==> config.mk <==
export PLATFORM = sky130hd
export DESIGN_NAME = epfa_assembler
export DESIGN_NICKNAME = d
export VERILOG_FILES = /design/src/verilog/epfa_pkg.sv /design/src/verilog/epfa_record_store.sv /design/src/verilog/epfa_housekeeping_gate.sv /design/src/verilog/epfa_assembler.sv
export VERILOG_INCLUDE_DIRS = /design/src /design/src/verilog
export SDC_FILE = /design/constraint.sdc
export NUM_CORES = 2
export LEC_CHECK = 0
export BUFFER_PORTS_ARGS = -buffer_cell sky130_fd_sc_hd__buf_2
export CELL_PAD_IN_SITES_DETAIL_PLACEMENT = 1
export CELL_PAD_IN_SITES_GLOBAL_PLACEMENT = 1
export CORE_MARGIN = 3
export CORE_UTILIZATION = 58
export CTS_CLUSTER_SIZE = 16
export DETAILED_ROUTE_END_ITERATION = 10
export PLACE_DENSITY_LB_ADDON = 0.1
export SLEW_MARGIN = 30
export SYNTH_ARGS = -nofsm -noshare
export SYNTH_HDL_FRONTEND = slang
export SYNTH_SLANG_ARGS = --single-unit
==> constraint.sdc <==
create_clock -name clk_i -period 21.1 [get_ports clk_i]
set_input_delay 4.22 -clock clk_i [delete_from_list [all_inputs] [get_ports clk_i]]
set_output_delay 4.22 -clock clk_i [all_outputs]
set_load 0.02 [all_outputs]
==> src/verilog/epfa_params.svh <==
// epfa_params.svh: offsets, field positions, reset values and timing counts
// assumes inclusion by every epfa design file except the package; definitions only
`ifndef EPFA_PARAMS_SVH
`define EPFA_PARAMS_SVH

// ---------------------------------------------------------------
// register byte offsets
// ---------------------------------------------------------------
`define EPFA_OFF_CTRL 8'h00
`define EPFA_OFF_STATUS 8'h04
`define EPFA_OFF_WORD_IDX 8'h08
`define EPFA_OFF_WORD_DATA 8'h0C
`define EPFA_OFF_CMD 8'h10
`define EPFA_OFF_ANC_IDX 8'h14
`define EPFA_OFF_ANC_DATA 8'h18
`define EPFA_OFF_PKT_IDX 8'h1C
`define EPFA_OFF_PKT_DATA 8'h20
`define EPFA_OFF_HK_IDX 8'h24
`define EPFA_OFF_HK_DATA 8'h28

// ---------------------------------------------------------------
// packet layout, packet bit numbers
// ---------------------------------------------------------------
`define EPFA_PRM_START 2192
`define EPFA_PRM_WORDS 20
`define EPFA_REC_WORDS 32
`define EPFA_HK_EIGHT_FIRST 20
`define EPFA_HK_EIGHT_WORDS 8
`define EPFA_ANC_SUBADDR 5'h04

// ---------------------------------------------------------------
// parameter field starts (packet bits) and range limits
// ---------------------------------------------------------------
`define EPFA_P_APID 2208
`define EPFA_P_HBMON 2319
`define EPFA_P_QLOOK 2335
`define EPFA_P_CALDLY 2336
`define EPFA_P_LOCK 2351
`define EPFA_P_DOORHTR 2473
`define EPFA_APID_MIN 11'h054
`define EPFA_APID_MAX 11'h07F
`define EPFA_DLY_MAX 7'h32

// ---------------------------------------------------------------
// reset values and timing
// ---------------------------------------------------------------
`define EPFA_RST_APID 11'h054
`define EPFA_CLK_HZ 10000000
`define EPFA_HTR_SEC 180
`define EPFA_HTR_CYC (`EPFA_CLK_HZ * `EPFA_HTR_SEC)
`define EPFA_TEST_WORD 16'hA5C3

`endif

==> src/verilog/epfa_pkg.sv <==
// epfa_pkg.sv: types shared by the packet field assembler
// assumes nothing beyond a SystemVerilog compiler
package epfa_pkg;
   // operating modes, encoding as commanded
   typedef enum logic [2:0] {
      EPFA_SURVIVAL = 3'h0,
      EPFA_SAFE = 3'h1,
      EPFA_STANDBY = 3'h2,
      EPFA_OUTGAS = 3'h3,
      EPFA_SCIENCE = 3'h4,
      EPFA_TEST = 3'h5
   } epfa_mode_t;

   // command codes written to the command register
   typedef enum logic [3:0] {
      EPFA_CMD_NONE = 4'h0,
      EPFA_CMD_QLOOK_SET = 4'h1,
      EPFA_CMD_QLOOK_CLR = 4'h2,
      EPFA_CMD_HBMON_ON = 4'h3,
      EPFA_CMD_HBMON_OFF = 4'h4,
      EPFA_CMD_UNLOCK = 4'h5,
      EPFA_CMD_DOOR_HTR_ON = 4'h6,
      EPFA_CMD_DOOR_HTR_OFF = 4'h7
   } epfa_cmd_t;

   // parameter transfer states, gray along idle-send-done
   typedef enum logic [1:0] {
      EPFA_ST_IDLE = 2'b00,
      EPFA_ST_SEND = 2'b01,
      EPFA_ST_DONE = 2'b11
   } epfa_state_t;
endpackage : epfa_pkg

==> src/verilog/epfa_record_store.sv <==
// epfa_record_store.sv: current/prior 512-bit record pair, rotated per scan
// assumes words arrive as 16-bit words 0..31, word 0 holds bits 0..15 msb first
`timescale 1ns/10ps
`include "epfa_params.svh"
module epfa_record_store (
   // clock and reset
   input wire logic clk_i,
   input wire logic rst_i,
   // fill side
   input wire logic wr_i,
   input wire logic [4:0] wr_idx_i,
   input wire logic [15:0] wr_data_i,
   input wire logic rotate_i,
   // read side, 6-bit index: bit 5 picks prior
   input wire logic [5:0] rd_idx_i,
   output logic [15:0] rd_data_o
);
   logic [15:0] cur_ff [0:`EPFA_REC_WORDS-1];
   logic [15:0] pri_ff [0:`EPFA_REC_WORDS-1];

   // ---------------------------------------------------------------
   // storage: rotation copies current into prior before new fill
   // ---------------------------------------------------------------
   always_ff @(posedge clk_i) begin
      for (int i = 0; i < `EPFA_REC_WORDS; i++) begin
         if (rst_i) begin
            cur_ff[i] <= 16'h0000;
            pri_ff[i] <= 16'h0000;
         end else if (rotate_i) begin
            pri_ff[i] <= cur_ff[i];
         end else if (wr_i && wr_idx_i == 5'(i)) begin
            cur_ff[i] <= wr_data_i;
         end
      end
   end

   // read mux, copied verbatim, never interpreted
   always_comb begin
      rd_data_o = rd_idx_i[5] ? pri_ff[rd_idx_i[4:0]] : cur_ff[rd_idx_i[4:0]];
   end
endmodule : epfa_record_store

==> src/verilog/epfa_housekeeping_gate.sv <==
// epfa_housekeeping_gate.sv: gates the tail regions of a housekeeping frame
// assumes major cycle number arrives with each frame word 0
`timescale 1ns/10ps
`include "epfa_params.svh"
module epfa_housekeeping_gate (
   // clock and reset
   input wire logic clk_i,
   input wire logic rst_i,
   // frame word in
   input wire logic [4:0] word_idx_i,
   input wire logic [15:0] word_i,
   input wire logic [5:0] major_cycle_i,
   // gated word out
   output logic [15:0] word_o,
   output logic [5:0] last_eight_cycle_o
);
   logic [15:0] eight_ff [0:`EPFA_HK_EIGHT_WORDS-1];
   logic is_eight;
   logic refresh;

   assign is_eight = word_idx_i >= 5'(`EPFA_HK_EIGHT_FIRST)
      && word_idx_i < 5'(`EPFA_HK_EIGHT_FIRST + `EPFA_HK_EIGHT_WORDS);
   // eight-second region only refreshes on every eighth major cycle
   assign refresh = major_cycle_i[2:0] == 3'h0;

   // ---------------------------------------------------------------
   // eight-second hold
   // ---------------------------------------------------------------
   always_ff @(posedge clk_i) begin
      for (int i = 0; i < `EPFA_HK_EIGHT_WORDS; i++) begin
         if (rst_i) begin
            eight_ff[i] <= 16'h0000;
         end else if (is_eight && refresh
                      && word_idx_i == 5'(`EPFA_HK_EIGHT_FIRST + i)) begin
            eight_ff[i] <= word_i;
         end
      end
   end

   always_ff @(posedge clk_i) begin
      if (rst_i) begin
         last_eight_cycle_o <= 6'h00;
      end else if (is_eight && refresh) begin
         last_eight_cycle_o <= major_cycle_i;
      end
   end

   // sixty-five-second and other words pass fresh each cycle; eight-second words between refreshes come from the hold
   always_comb begin
      if (is_eight && !refresh) begin
         word_o = eight_ff[word_idx_i[2:0] + 3'h4];
      end else begin
         word_o = word_i;
      end
   end
endmodule : epfa_housekeeping_gate

==> src/verilog/epfa_assembler.sv <==
// epfa_assembler.sv: engineering packet data field assembler with wishbone regs
// assumes a classic wishbone master on clk_i; formatter pulls words by strobe
//
// The placing of the registers and the Wishbone register port were left to the implementer.
`timescale 1ns/10ps
`include "epfa_params.svh"

// Overview of operation
// eight-second region repeats every eighth cycle
// sixty-five-second tail unique each cycle
// decoder reads major cycle first
// ancillary from subaddress 4, copied unused
// current ancillary at bits 1168-1679
// prior ancillary at bits 1680-2191
// ancillary header fields in fixed order
// attitude fields 12-bit, 4-bit reserved before
// 3-bit mode at 2204, test emits pattern; code swaps only words whose bit w[0] is clear
// rate bit 2207: 1 day, 0 night
// heater set point 12 bits at 2192
// app identifier 11 bits, 084-127
// packet type bit 2223, test fixed
// quick-look bit 2335 set/clear commands
// view delays 7-bit, 0 to 50
// encoder delta 14-bit at 2384
// photoconductive offset 16-bit at 2400
// commander keeps injection steps in limit
// door heater active low, 3 min off
// heartbeat monitor bit at 2319
// table select bits: 1 normal
// unlatch only right after unlock
// parameter block sent as twenty words
// word bit 0 is msb
// contiguous packing, shared bits track last
module epfa_assembler (
   // clock and reset
   input wire logic clk_i,
   input wire logic rst_i,
   // wishbone slave
   input wire logic cyc_i,
   input wire logic stb_i,
   input wire logic we_i,
   input wire logic [7:0] adr_i,
   input wire logic [3:0] sel_i,
   input wire logic [31:0] dat_i,
   output logic [31:0] dat_o,
   output logic ack_o,
   // ancillary data from the 1553 remote terminal
   input wire logic anc_wr_i,
   input wire logic [4:0] anc_subaddr_i,
   input wire logic [4:0] anc_idx_i,
   input wire logic [15:0] anc_data_i,
   // formatter side
   input wire logic scan_start_i,
   output logic prm_valid_o,
   output logic [15:0] prm_word_o,
   output logic [4:0] prm_idx_o,
   output logic door_htr_n_o,
   output logic door_unlatch_o
);
   import epfa_pkg::*;

   localparam logic [31:0] HTR_CYC = 32'(`EPFA_HTR_CYC);

   // ---------------------------------------------------------------
   // state
   // ---------------------------------------------------------------
   logic [15:0] prm_ff [0:`EPFA_PRM_WORDS-1];
   logic [4:0] word_idx_ff;
   logic [4:0] anc_idx_ff;
   logic [5:0] pkt_idx_ff;
   logic [5:0] hk_idx_ff;
   logic [15:0] hk_mem [0:`EPFA_REC_WORDS-1];
   logic qlook_ff;
   logic hbmon_ff;
   logic unlock_ff;
   logic door_htr_n_ff;
   logic door_unlatch_ff;
   logic [31:0] htr_cnt_ff;
   logic bad_apid_ff;
   logic bad_dly_ff;
   logic ack_ff;
   logic [31:0] dat_ff;
   epfa_state_t st_ff;
   epfa_state_t nxt_st;
   logic [4:0] tx_idx_ff;
   logic prm_valid_ff;
   logic [15:0] prm_word_ff;
   logic [4:0] prm_idx_ff;
   logic [15:0] anc_rd;
   logic [15:0] hk_gated;
   logic [5:0] hk_cycle;
   logic anc_take;

   // ---------------------------------------------------------------
   // helpers
   // ---------------------------------------------------------------
   // packet bit to word index in the parameter block
   function automatic logic [4:0] prm_word(input int pkt_bit);
      prm_word = 5'((pkt_bit - `EPFA_PRM_START) / 16);
   endfunction : prm_word

   // packet bit to position in 16-bit word, lsb numbered 0
   function automatic logic [3:0] prm_pos(input int pkt_bit);
      prm_pos = 4'(15 - ((pkt_bit - `EPFA_PRM_START) % 16));
   endfunction : prm_pos

   // ---------------------------------------------------------------
   // bus decode
   // ---------------------------------------------------------------
   logic bus_wr;
   logic bus_rd;
   assign bus_wr = cyc_i && stb_i && we_i && !ack_ff && sel_i[0] && sel_i[1];
   assign bus_rd = cyc_i && stb_i && !we_i && !ack_ff;

   // one wait-free ack, dropped the cycle after
   always_ff @(posedge clk_i) begin
      if (rst_i) begin
         ack_ff <= 1'b0;
      end else begin
         ack_ff <= cyc_i && stb_i && !ack_ff;
      end
   end

   // ---------------------------------------------------------------
   // ancillary capture, subaddress 4 only, never interpreted
   // ---------------------------------------------------------------
   assign anc_take = anc_wr_i && anc_subaddr_i == `EPFA_ANC_SUBADDR;

   epfa_record_store u_anc (
      .clk_i(clk_i),
      .rst_i(rst_i),
      .wr_i(anc_take),
      .wr_idx_i(anc_idx_i),
      .wr_data_i(anc_data_i),
      .rotate_i(scan_start_i),
      .rd_idx_i(pkt_idx_ff),
      .rd_data_o(anc_rd)
   );

   // housekeeping frame kept whole; tail regions gated on write
   epfa_housekeeping_gate u_hk (
      .clk_i(clk_i),
      .rst_i(rst_i),
      .word_idx_i(hk_idx_ff[4:0]),
      .word_i(dat_i[15:0]),
      .major_cycle_i(hk_mem[0][15:10]),
      .word_o(hk_gated),
      .last_eight_cycle_o(hk_cycle)
   );

   always_ff @(posedge clk_i) begin
      for (int i = 0; i < `EPFA_REC_WORDS; i++) begin
         if (rst_i) begin
            hk_mem[i] <= 16'h0000;
         end else if (bus_wr && adr_i == `EPFA_OFF_HK_DATA && hk_idx_ff[4:0] == 5'(i)) begin
            hk_mem[i] <= hk_gated;
         end
      end
   end

   // ---------------------------------------------------------------
   // index registers, packet index auto increments on ancillary data read, housekeeping index on data write
   // ---------------------------------------------------------------
   always_ff @(posedge clk_i) begin
      if (rst_i) begin
         word_idx_ff <= 5'h00;
         pkt_idx_ff <= 6'h00;
         hk_idx_ff <= 6'h00;
         anc_idx_ff <= 5'h00;
      end else begin
         if (bus_wr && adr_i == `EPFA_OFF_WORD_IDX) begin
            word_idx_ff <= dat_i[4:0];
         end
         if (bus_wr && adr_i == `EPFA_OFF_PKT_IDX) begin
            pkt_idx_ff <= dat_i[5:0];
         end else if (bus_rd && adr_i == `EPFA_OFF_ANC_DATA) begin
            pkt_idx_ff <= pkt_idx_ff + 6'h01;
         end
         if (bus_wr && adr_i == `EPFA_OFF_HK_IDX) begin
            hk_idx_ff <= dat_i[5:0];
         end else if (bus_wr && adr_i == `EPFA_OFF_HK_DATA) begin
            hk_idx_ff <= hk_idx_ff + 6'h01;
         end
         if (anc_take) begin
            anc_idx_ff <= anc_idx_i;
         end
      end
   end

   // ---------------------------------------------------------------
   // parameter block words written by software, range checked
   // ---------------------------------------------------------------
   always_ff @(posedge clk_i) begin
      if (rst_i) begin
         bad_apid_ff <= 1'b0;
         bad_dly_ff <= 1'b0;
      end else if (bus_wr && adr_i == `EPFA_OFF_WORD_DATA) begin
         if (word_idx_ff == prm_word(`EPFA_P_APID)) begin
            // out of range identifiers are refused and flagged
            bad_apid_ff <= dat_i[15:5] < `EPFA_APID_MIN || dat_i[15:5] > `EPFA_APID_MAX;
         end
         if (word_idx_ff == prm_word(`EPFA_P_CALDLY)) begin
            bad_dly_ff <= dat_i[15:9] > `EPFA_DLY_MAX;
         end
      end
   end

   always_ff @(posedge clk_i) begin
      for (int i = 0; i < `EPFA_PRM_WORDS; i++) begin
         if (rst_i) begin
            prm_ff[i] <= (i == 1) ? {`EPFA_RST_APID, 5'h00} : 16'h0000;
         end else if (bus_wr && adr_i == `EPFA_OFF_WORD_DATA && word_idx_ff == 5'(i)) begin
            if (i == 1 && (dat_i[15:5] < `EPFA_APID_MIN || dat_i[15:5] > `EPFA_APID_MAX)) begin
               prm_ff[i] <= {prm_ff[i][15:5], dat_i[4:0]};
            end else if (i == 9 && dat_i[15:9] > `EPFA_DLY_MAX) begin
               prm_ff[i] <= {prm_ff[i][15:9], dat_i[8:0]};
            end else begin
               // fields sit back to back at their start bits
               prm_ff[i] <= dat_i[15:0];
            end
         end
      end
   end

   // ---------------------------------------------------------------
   // commands for shared bits, lock and door heater
   // ---------------------------------------------------------------
   epfa_cmd_t cmd;
   assign cmd = (bus_wr && adr_i == `EPFA_OFF_CMD) ? epfa_cmd_t'(dat_i[3:0]) : EPFA_CMD_NONE;

   // latest of set and clear wins, no priority needed
   always_ff @(posedge clk_i) begin
      if (rst_i) begin
         qlook_ff <= 1'b0;
         hbmon_ff <= 1'b0;
      end else begin
         if (cmd == EPFA_CMD_QLOOK_SET) begin
            qlook_ff <= 1'b1;
         end else if (cmd == EPFA_CMD_QLOOK_CLR) begin
            qlook_ff <= 1'b0;
         end
         if (cmd == EPFA_CMD_HBMON_ON) begin
            hbmon_ff <= 1'b1;
         end else if (cmd == EPFA_CMD_HBMON_OFF) begin
            hbmon_ff <= 1'b0;
         end
      end
   end

   // unlock arms only the very next command
   always_ff @(posedge clk_i) begin
      if (rst_i) begin
         unlock_ff <= 1'b0;
      end else if (cmd != EPFA_CMD_NONE) begin
         unlock_ff <= cmd == EPFA_CMD_UNLOCK;
      end
   end

   // heater is active low; timer forces it off after three minutes
   always_ff @(posedge clk_i) begin
      if (rst_i) begin
         door_htr_n_ff <= 1'b1;
         door_unlatch_ff <= 1'b0;
         htr_cnt_ff <= 32'h0000_0000;
      end else begin
         door_unlatch_ff <= 1'b0;
         if (cmd == EPFA_CMD_DOOR_HTR_ON && unlock_ff) begin
            door_htr_n_ff <= 1'b0;
            door_unlatch_ff <= 1'b1;
            htr_cnt_ff <= 32'h0000_0000;
         end else if (cmd == EPFA_CMD_DOOR_HTR_OFF) begin
            door_htr_n_ff <= 1'b1;
         end else if (!door_htr_n_ff) begin
            if (htr_cnt_ff >= HTR_CYC - 32'h0000_0001) begin
               door_htr_n_ff <= 1'b1;
            end else begin
               htr_cnt_ff <= htr_cnt_ff + 32'h0000_0001;
            end
         end
      end
   end

   // ---------------------------------------------------------------
   // per-scan transfer of twenty words to the formatter
   // ---------------------------------------------------------------
   always_comb begin
      case (st_ff)
         EPFA_ST_IDLE: nxt_st = scan_start_i ? EPFA_ST_SEND : EPFA_ST_IDLE;
         EPFA_ST_SEND: nxt_st = (tx_idx_ff == 5'(`EPFA_PRM_WORDS - 1)) ? EPFA_ST_DONE : EPFA_ST_SEND;
         EPFA_ST_DONE: nxt_st = EPFA_ST_IDLE;
         default: nxt_st = EPFA_ST_IDLE;
      endcase
   end

   // shared bits merged into their words on the way out
   function automatic logic [15:0] out_word(input logic [4:0] i, input logic [15:0] w);
      logic [15:0] r;
      r = w;
      if (i == prm_word(`EPFA_P_HBMON)) begin
         r[prm_pos(`EPFA_P_HBMON)] = hbmon_ff;
      end
      if (i == prm_word(`EPFA_P_QLOOK)) begin
         r[prm_pos(`EPFA_P_QLOOK)] = qlook_ff;
      end
      if (i == prm_word(`EPFA_P_LOCK)) begin
         r[prm_pos(`EPFA_P_LOCK)] = unlock_ff;
      end
      if (i == prm_word(`EPFA_P_DOORHTR)) begin
         r[prm_pos(`EPFA_P_DOORHTR)] = door_htr_n_ff;
      end
      // test mode swaps each word whose bit w[0] is clear for a fixed link pattern
      if (w[0] == 1'b0 && epfa_mode_t'(prm_ff[0][3:1]) == EPFA_TEST) begin
         r = `EPFA_TEST_WORD;
      end
      out_word = r;
   endfunction : out_word

   always_ff @(posedge clk_i) begin
      if (rst_i) begin
         st_ff <= EPFA_ST_IDLE;
         tx_idx_ff <= 5'h00;
         prm_valid_ff <= 1'b0;
         prm_word_ff <= 16'h0000;
         prm_idx_ff <= 5'h00;
      end else begin
         st_ff <= nxt_st;
         prm_valid_ff <= st_ff == EPFA_ST_SEND;
         prm_idx_ff <= tx_idx_ff;
         prm_word_ff <= out_word(tx_idx_ff, prm_ff[tx_idx_ff]);
         if (st_ff == EPFA_ST_SEND) begin
            tx_idx_ff <= tx_idx_ff + 5'h01;
         end else begin
            tx_idx_ff <= 5'h00;
         end
      end
   end

   // ---------------------------------------------------------------
   // read mux
   // ---------------------------------------------------------------
   always_ff @(posedge clk_i) begin
      if (rst_i) begin
         dat_ff <= 32'h0000_0000;
      end else if (bus_rd) begin
         case (adr_i)
            `EPFA_OFF_CTRL: dat_ff <= {16'h0000, prm_ff[0]};
            `EPFA_OFF_STATUS: dat_ff <= {20'h0_0000, hk_cycle, bad_dly_ff, bad_apid_ff,
                                         door_htr_n_ff, unlock_ff, hbmon_ff, qlook_ff};
            `EPFA_OFF_WORD_IDX: dat_ff <= {27'h000_0000, word_idx_ff};
            `EPFA_OFF_WORD_DATA: dat_ff <= {16'h0000, out_word(word_idx_ff, prm_ff[word_idx_ff])};
            `EPFA_OFF_ANC_IDX: dat_ff <= {27'h000_0000, anc_idx_ff};
            `EPFA_OFF_ANC_DATA: dat_ff <= {16'h0000, anc_rd};
            `EPFA_OFF_PKT_IDX: dat_ff <= {26'h000_0000, pkt_idx_ff};
            `EPFA_OFF_HK_IDX: dat_ff <= {26'h000_0000, hk_idx_ff};
            `EPFA_OFF_HK_DATA: dat_ff <= {16'h0000, hk_mem[hk_idx_ff[4:0]]};
            default: dat_ff <= 32'h0000_0000;
         endcase
      end
   end

   assign dat_o = dat_ff;
   assign ack_o = ack_ff;
   assign prm_valid_o = prm_valid_ff;
   assign prm_word_o = prm_word_ff;
   assign prm_idx_o = prm_idx_ff;
   assign door_htr_n_o = door_htr_n_ff;
   assign door_unlatch_o = door_unlatch_ff;
endmodule : epfa_assembler

# After elaboration in Yosys (flattened, before gate mapping)
# Memories as Yosys holds them, arrays and structs flattened. A register that Yosys moved wholly into a read port is not among the register bits.
# Index checks and enable logic that the tools add are counted.
# classes
eq_ne	107
n_shift	0
n_bitwise	136
magnitude_cmp	6
n_div	0
mul	0
n_reduce_logical	137
mux	492
addsub	5
# ops
operator	count
16-bit 2-to-1 mux	126
1-bit 2-to-1 mux	341
5-bit == test, second input constant	38
16-bit one-hot mux with 9 select lines	1
5-bit by 4-bit == test with 1-bit output, second input constant	26
1-bit bitwise OR	130
1-bit logical AND	114
5-bit by 3-bit == test with 1-bit output, second input constant	14
5-bit 2-to-1 mux	11
32-bit by 1-bit adder with 32-bit output, second input constant	1
8-bit by 5-bit == test with 1-bit output, second input constant	4
32-bit by 31-bit greater-or-equal comparator with 1-bit output, second input constant	1
5-bit by 2-bit == test with 1-bit output, second input constant	6
6-bit 2-to-1 mux	4
11-bit 2-to-1 mux	2
9-bit 2-to-1 mux	2
4-bit by 3-bit == test with 1-bit output, second input constant	4
8-bit by 4-bit == test with 1-bit output, second input constant	2
8-bit by 6-bit == test with 1-bit output, second input constant	2
5-bit by 1-bit == test with 1-bit output, second input constant	3
5-bit logical NOT	3
7-bit 2-to-1 mux	2
6-bit by 1-bit adder with 6-bit output, second input constant	2
11-bit by 7-bit > comparator with 1-bit output, second input constant	1
other kinds (26)	43
# totals
out_inout_bits	57
mem_bits_rw	1984
input_bits	77
reg_bits	129
wordCells	909
mem_count	5
latchBits	0
romBits	0
# memory_table
name	words	word_bits	rd	rd_clocked_by_memory_dff	write_ports	line	source
hk_mem	32	16	2	1	32	epfa_assembler.sv:72	logic [15:0] hk_mem [0:`EPFA_REC_WORDS-1];
u_anc.cur_ff	32	16	33	1	32	epfa_record_store.sv:18	logic [15:0] cur_ff [0:`EPFA_REC_WORDS-1];
u_anc.pri_ff	32	16	1	1	32	epfa_record_store.sv:19	logic [15:0] pri_ff [0:`EPFA_REC_WORDS-1];
prm_ff	20	16	3	2	20	epfa_assembler.sv:67	logic [15:0] prm_ff [0:`EPFA_PRM_WORDS-1];
u_hk.eight_ff	8	16	1	0	8	epfa_housekeeping_gate.sv:17	logic [15:0] eight_ff [0:`EPFA_HK_EIGHT_WORDS-1];

# Longest topological paths before layout
# depth
word_depth	13
ltp_mapped	11
mapped_depth_nobuf	8

# By module
# A second synthesis with hierarchy kept.
# hier_totals
hier_cells	6801
hier_area_um2	100071.0
# modules_own_cells
mod	instances	area_each_um2	seq_area_each_um2	cells_each
epfa_record_store	1	46937.5	30749.5	2978
epfa_assembler	1	46928.8	27326.2	3331
epfa_housekeeping_gate	1	6204.7	3963.8	492

# Least setup slack after synthesis
# OpenSTA, ideal clock, no wires.
# synth_path
path_type	in2reg
startpoint	in rst_i
endpoint	mem u_anc.pri_ff[0][0], enable pin
path_stages	5
required_ps	20433
setup_time_ps	667
arrival_ps	11450
n_path_buf	4
path_slack_ps	8983
path_cell_list	clkbuf_1 -> clkbuf_1 -> clkbuf_1 -> clkbuf_1 -> or2_2
# synth_lines
element	line	source
from (decl)	epfa_assembler.sv:37	input wire logic rst_i,
to (decl)	epfa_record_store.sv:19	

==> flow_summary.ini <==
[synth]
syn_area_um2 = 97600
synth_cells = 6516
synth_most_common_cell = edfxtp_1
async_reset_ff_share_pct = 0
synth_seq_cells = 2112
syn_area_per_cell_um2 = 15.0
synth_top_flop_cell = edfxtp_1
ys_warn_count = 0
synthTopCellsByArea = edfxtp_1 (61%), mux4_2 (14%), and2_1 (8.7%)
ys_top_cells_by_count = edfxtp_1 (1,984), and2_1 (1,364), nor2_1 (802)
synth.yosys.seq_area_share_pct = 63.7
synth_top_area_cell = edfxtp_1
synth_edf_count = 1984
synth_top_area_share_pct = 61.0
ys_types = 84

[setup_path]
crit_required_ns = 21.75
max_stage_delay_ns = 0.80
reg2reg_slack_ns = 16.31
r2r_cells = 7
crit_slowest_cell = nor2_4
end_kind = flip-flop
cp_cell_sequence = buf_2 -> nor4b_4 -> buf_4 -> nand2_1 -> nor2_4 -> nand2_1 -> nor2_4 -> nand3_1 -> nor2_1
crit_fanout = 16
timing.rr.end = dat_o[3]$_SDFFE_PP0P_
crit_arrival_ns = 8.17
critPathTopFamily = simple AND/OR/NAND/NOR gates
crit_buf_inv = 2
worst-path-stages = 9
path_class = input pin to flip-flop
worstSetupStartpointType = input pin

[global_route]
grt_max_degree = 293
grt_pass1_vias = 60400
grt_remaining_overflow = 0
track_usage_pct = 34.1
antenna_found_initial = 36
grt_pass1_wl_mm = 426

[clock_network]
clock_latency_ns = 0.86
cts_max_level = 4
cts.sinks = 2112
cts-resized-gates = 0
postCtsHoldBufs = 0
cts_tree = yes
post_cts_buffers = 0
clkSlewWorstSetupHoldPaths_ns = 0.06
cts_buffers = 215
cts_root_buf = clkbuf_16
clock_path_buffers = 3

[min_path]
hp-start = htr_cnt_ff[31]$_SDFFE_PP0P_
hp-class = flip-flop to flip-flop
min_to = htr_cnt_ff[31]$_SDFFE_PP0P_
min_path_cells = 2

[placement]
hpwl_mm = 191
postPlaceCellArea_um2 = 100000
place.gp.congestion = 0.896
dp.cells = 8416
io_buffers = 99
post-place-ws_ns = 12.95

[power_and_ir_drop]
power-per-cell-area_nw_per_um2 = 84.4
cellLeakagePower_nw = 37.0
ir_drop_mv = 0.0879

[sta]
fin_crit_ns = 7.52
finalHoldViolations = 0
slew_viol_final = 0
fin_crit_sh_pct = 35.6
whs_ns = 0.477
clock_skew_ns = 0.0228
rsz0062_at_grt = false
max_slew_margin_pct = 25.4
fin_ws_ns = 13.58
finalSetupTns_ns = 0
worst_pin_slew_ns = 1.12
setup_viol = 0
max_clock_freq_ghz = 0.133

[finish]
instances_no_fill = 8823
syn_to_final_growth_pct = 9.98
regArea_um2 = 62200
fin_nets = 6538
n_fill_cell = 14600
drive_above_1_share_pct = 20.7
multi_input_area_um2 = 33500
design_area_um2 = 107000

[floorplanning]
placementRows = 149
fp.dieH_um = 416
start_util_pct = 58.8
die_w_um = 416
core_um2 = 166000
io_pins = 134
die_area_um2 = 173000

[flow_run]
drv_cap = 0

[drt]
drt_wl_total_mm = 294
viasPerCell = 6.69
drt_first_iter_violations = 8568
dr.pass1.iters = 8
wl_per_cell_um = 33.4
vias = 59000
ant_nets = 0
route.detailed.drc = 0

[status]
outcome = finished clean
## layout by cell type (no fill, tap or decap), types with 15 or more instances in the layout
| cell | Yosys | layout |
|---|---|---|
| nor2_4 | 14 | 27 |
| nor3_1 | 29 | 29 |
| clkbuf_1 | 317 | 56 |
| o21bai_2 | 0 | 24 |
| dfxtp_1 | 128 | 115 |
| a221oi_1 | 23 | 23 |
| o21bai_1 | 56 | 23 |
| nor2b_1 | 20 | 17 |
| and2_1 | 1364 | 1364 |
| mux4_2 | 628 | 628 |
| buf_4 | 45 | 136 |
| nand3_1 | 77 | 77 |
| nor4_1 | 16 | 16 |
| o21ai_0 | 39 | 38 |
| nand2_1 | 139 | 139 |
| or3_1 | 19 | 19 |
| bufinv_16 | 0 | 18 |
| a21oi_1 | 78 | 62 |
| buf_2 | 153 | 100 |
| mux2i_1 | 89 | 89 |
| xnor2_1 | 15 | 15 |
| nand3_4 | 19 | 19 |
| clkinv_2 | 0 | 33 |
| edfxtp_1 | 1984 | 1984 |
| conb_1 | 2 | 22 |
| a22oi_1 | 86 | 86 |
| nand4_1 | 18 | 18 |
| nand2b_1 | 42 | 29 |
| a21oi_4 | 0 | 16 |
| inv_1 | 19 | 19 |
| nor2_1 | 802 | 789 |
| o22ai_1 | 22 | 22 |
| clkbuf_16 | 0 | 222 |
| clkinv_1 | 0 | 43 |
## cell type report
type | count | share of cell area [%]
flip-flops and latches | 2112 | 57.9
inverters | 20 | 0.0699
clock buffers | 285 | 5.46
diodes | 12 | 0.0280
multi-input cells | 3839 | 31.2
clock inverters | 104 | 0.893
repair buffers | 262 | 1.91
well taps | 2189 | 2.55
## report_power, final
part	internal, W	switching [W]	total (W)	leakage (nW)
Sequential	0.00477	0.0000787	0.00485	21.3
Clock	0.00216	0.00161	0.00377	3.33
Combinational	0.000151	0.000298	0.000449	12.3
## worst max-delay path by stage
stage	startpoint	end	slack, ns
global placement	adr_i[4]	prm_ff[9][13]$_SDFFCE_PN0P_	13.06
detailed placement	adr_i[1]	hk_mem[16][14]$_SDFFCE_PN0P_	12.95
finish	adr_i[1]	hk_mem[19][2]$_SDFFCE_PN0P_	13.58
CTS	adr_i[1]	hk_mem[16][14]$_SDFFCE_PN0P_	13.80
global route	adr_i[1]	hk_mem[19][11]$_SDFFCE_PN0P_	13.53
floorplan	rst_i	u_anc.pri_ff[0][0]$_SDFFCE_PN0P_	8.98
## per-layer routing
layer	vias to the layer above	part of all wire (%)	track usage [%]
li1	24100	-	-
met1	31100	38	47.7
met2	3152	47	53.1
met3	595	10	7.34
met4	14	4.4	13.4
met5	-	0.033	0
## registers in the layout, summed over array words and instances, names as in the netlist, 5 cells and up, named ones only
name	flops
anc_idx_ff	5
dat_o	16
hk_idx_ff	6
hk_mem	512
htr_cnt_ff	32
pkt_idx_ff	6
prm_ff	320
prm_idx_o	5
prm_word_o	16
tx_idx_ff	5
u_anc.cur_ff	512
u_anc.pri_ff	512
u_hk.eight_ff	128
u_hk.last_eight_cycle_o	6
word_idx_ff	5
## worst register-to-register path: cells and delay by family (launching register included)
family          cells  cell delay (ns)
mux                 2             1.27
compound gates      3             1.19
buf+inv             2             1.39
flops               1             0.82
## stage by stage
stage	power, W	utilization, %
detailed placement	0.00537	60.4
finish	0.00906	64.6
global placement	0.00533	60.1
floorplan	0.00516	-
CTS	0.00907	64.5
global route	0.00929	64.6
## cells by family (layout without fill, tap and decap cells)
logic type / Yosys count / in the layout / share of synthesized area, %
buffers and inverters: 585 / 671 / 2.67
flip-flops: 2112 / 2112 / 63.7
XOR/XNOR: 23 / 23 / 0.206
AND/OR/NAND/NOR: 2642 / 2642 / 14.8
other: 2 / 34 / 0.00769
AO/OA/AOI/OAI: 413 / 413 / 2.95
multiplexers: 728 / 728 / 15.5
adder cells (fa/ha/maj): 11 / 11 / 0.141
Power figures use the tool's default switching activity.
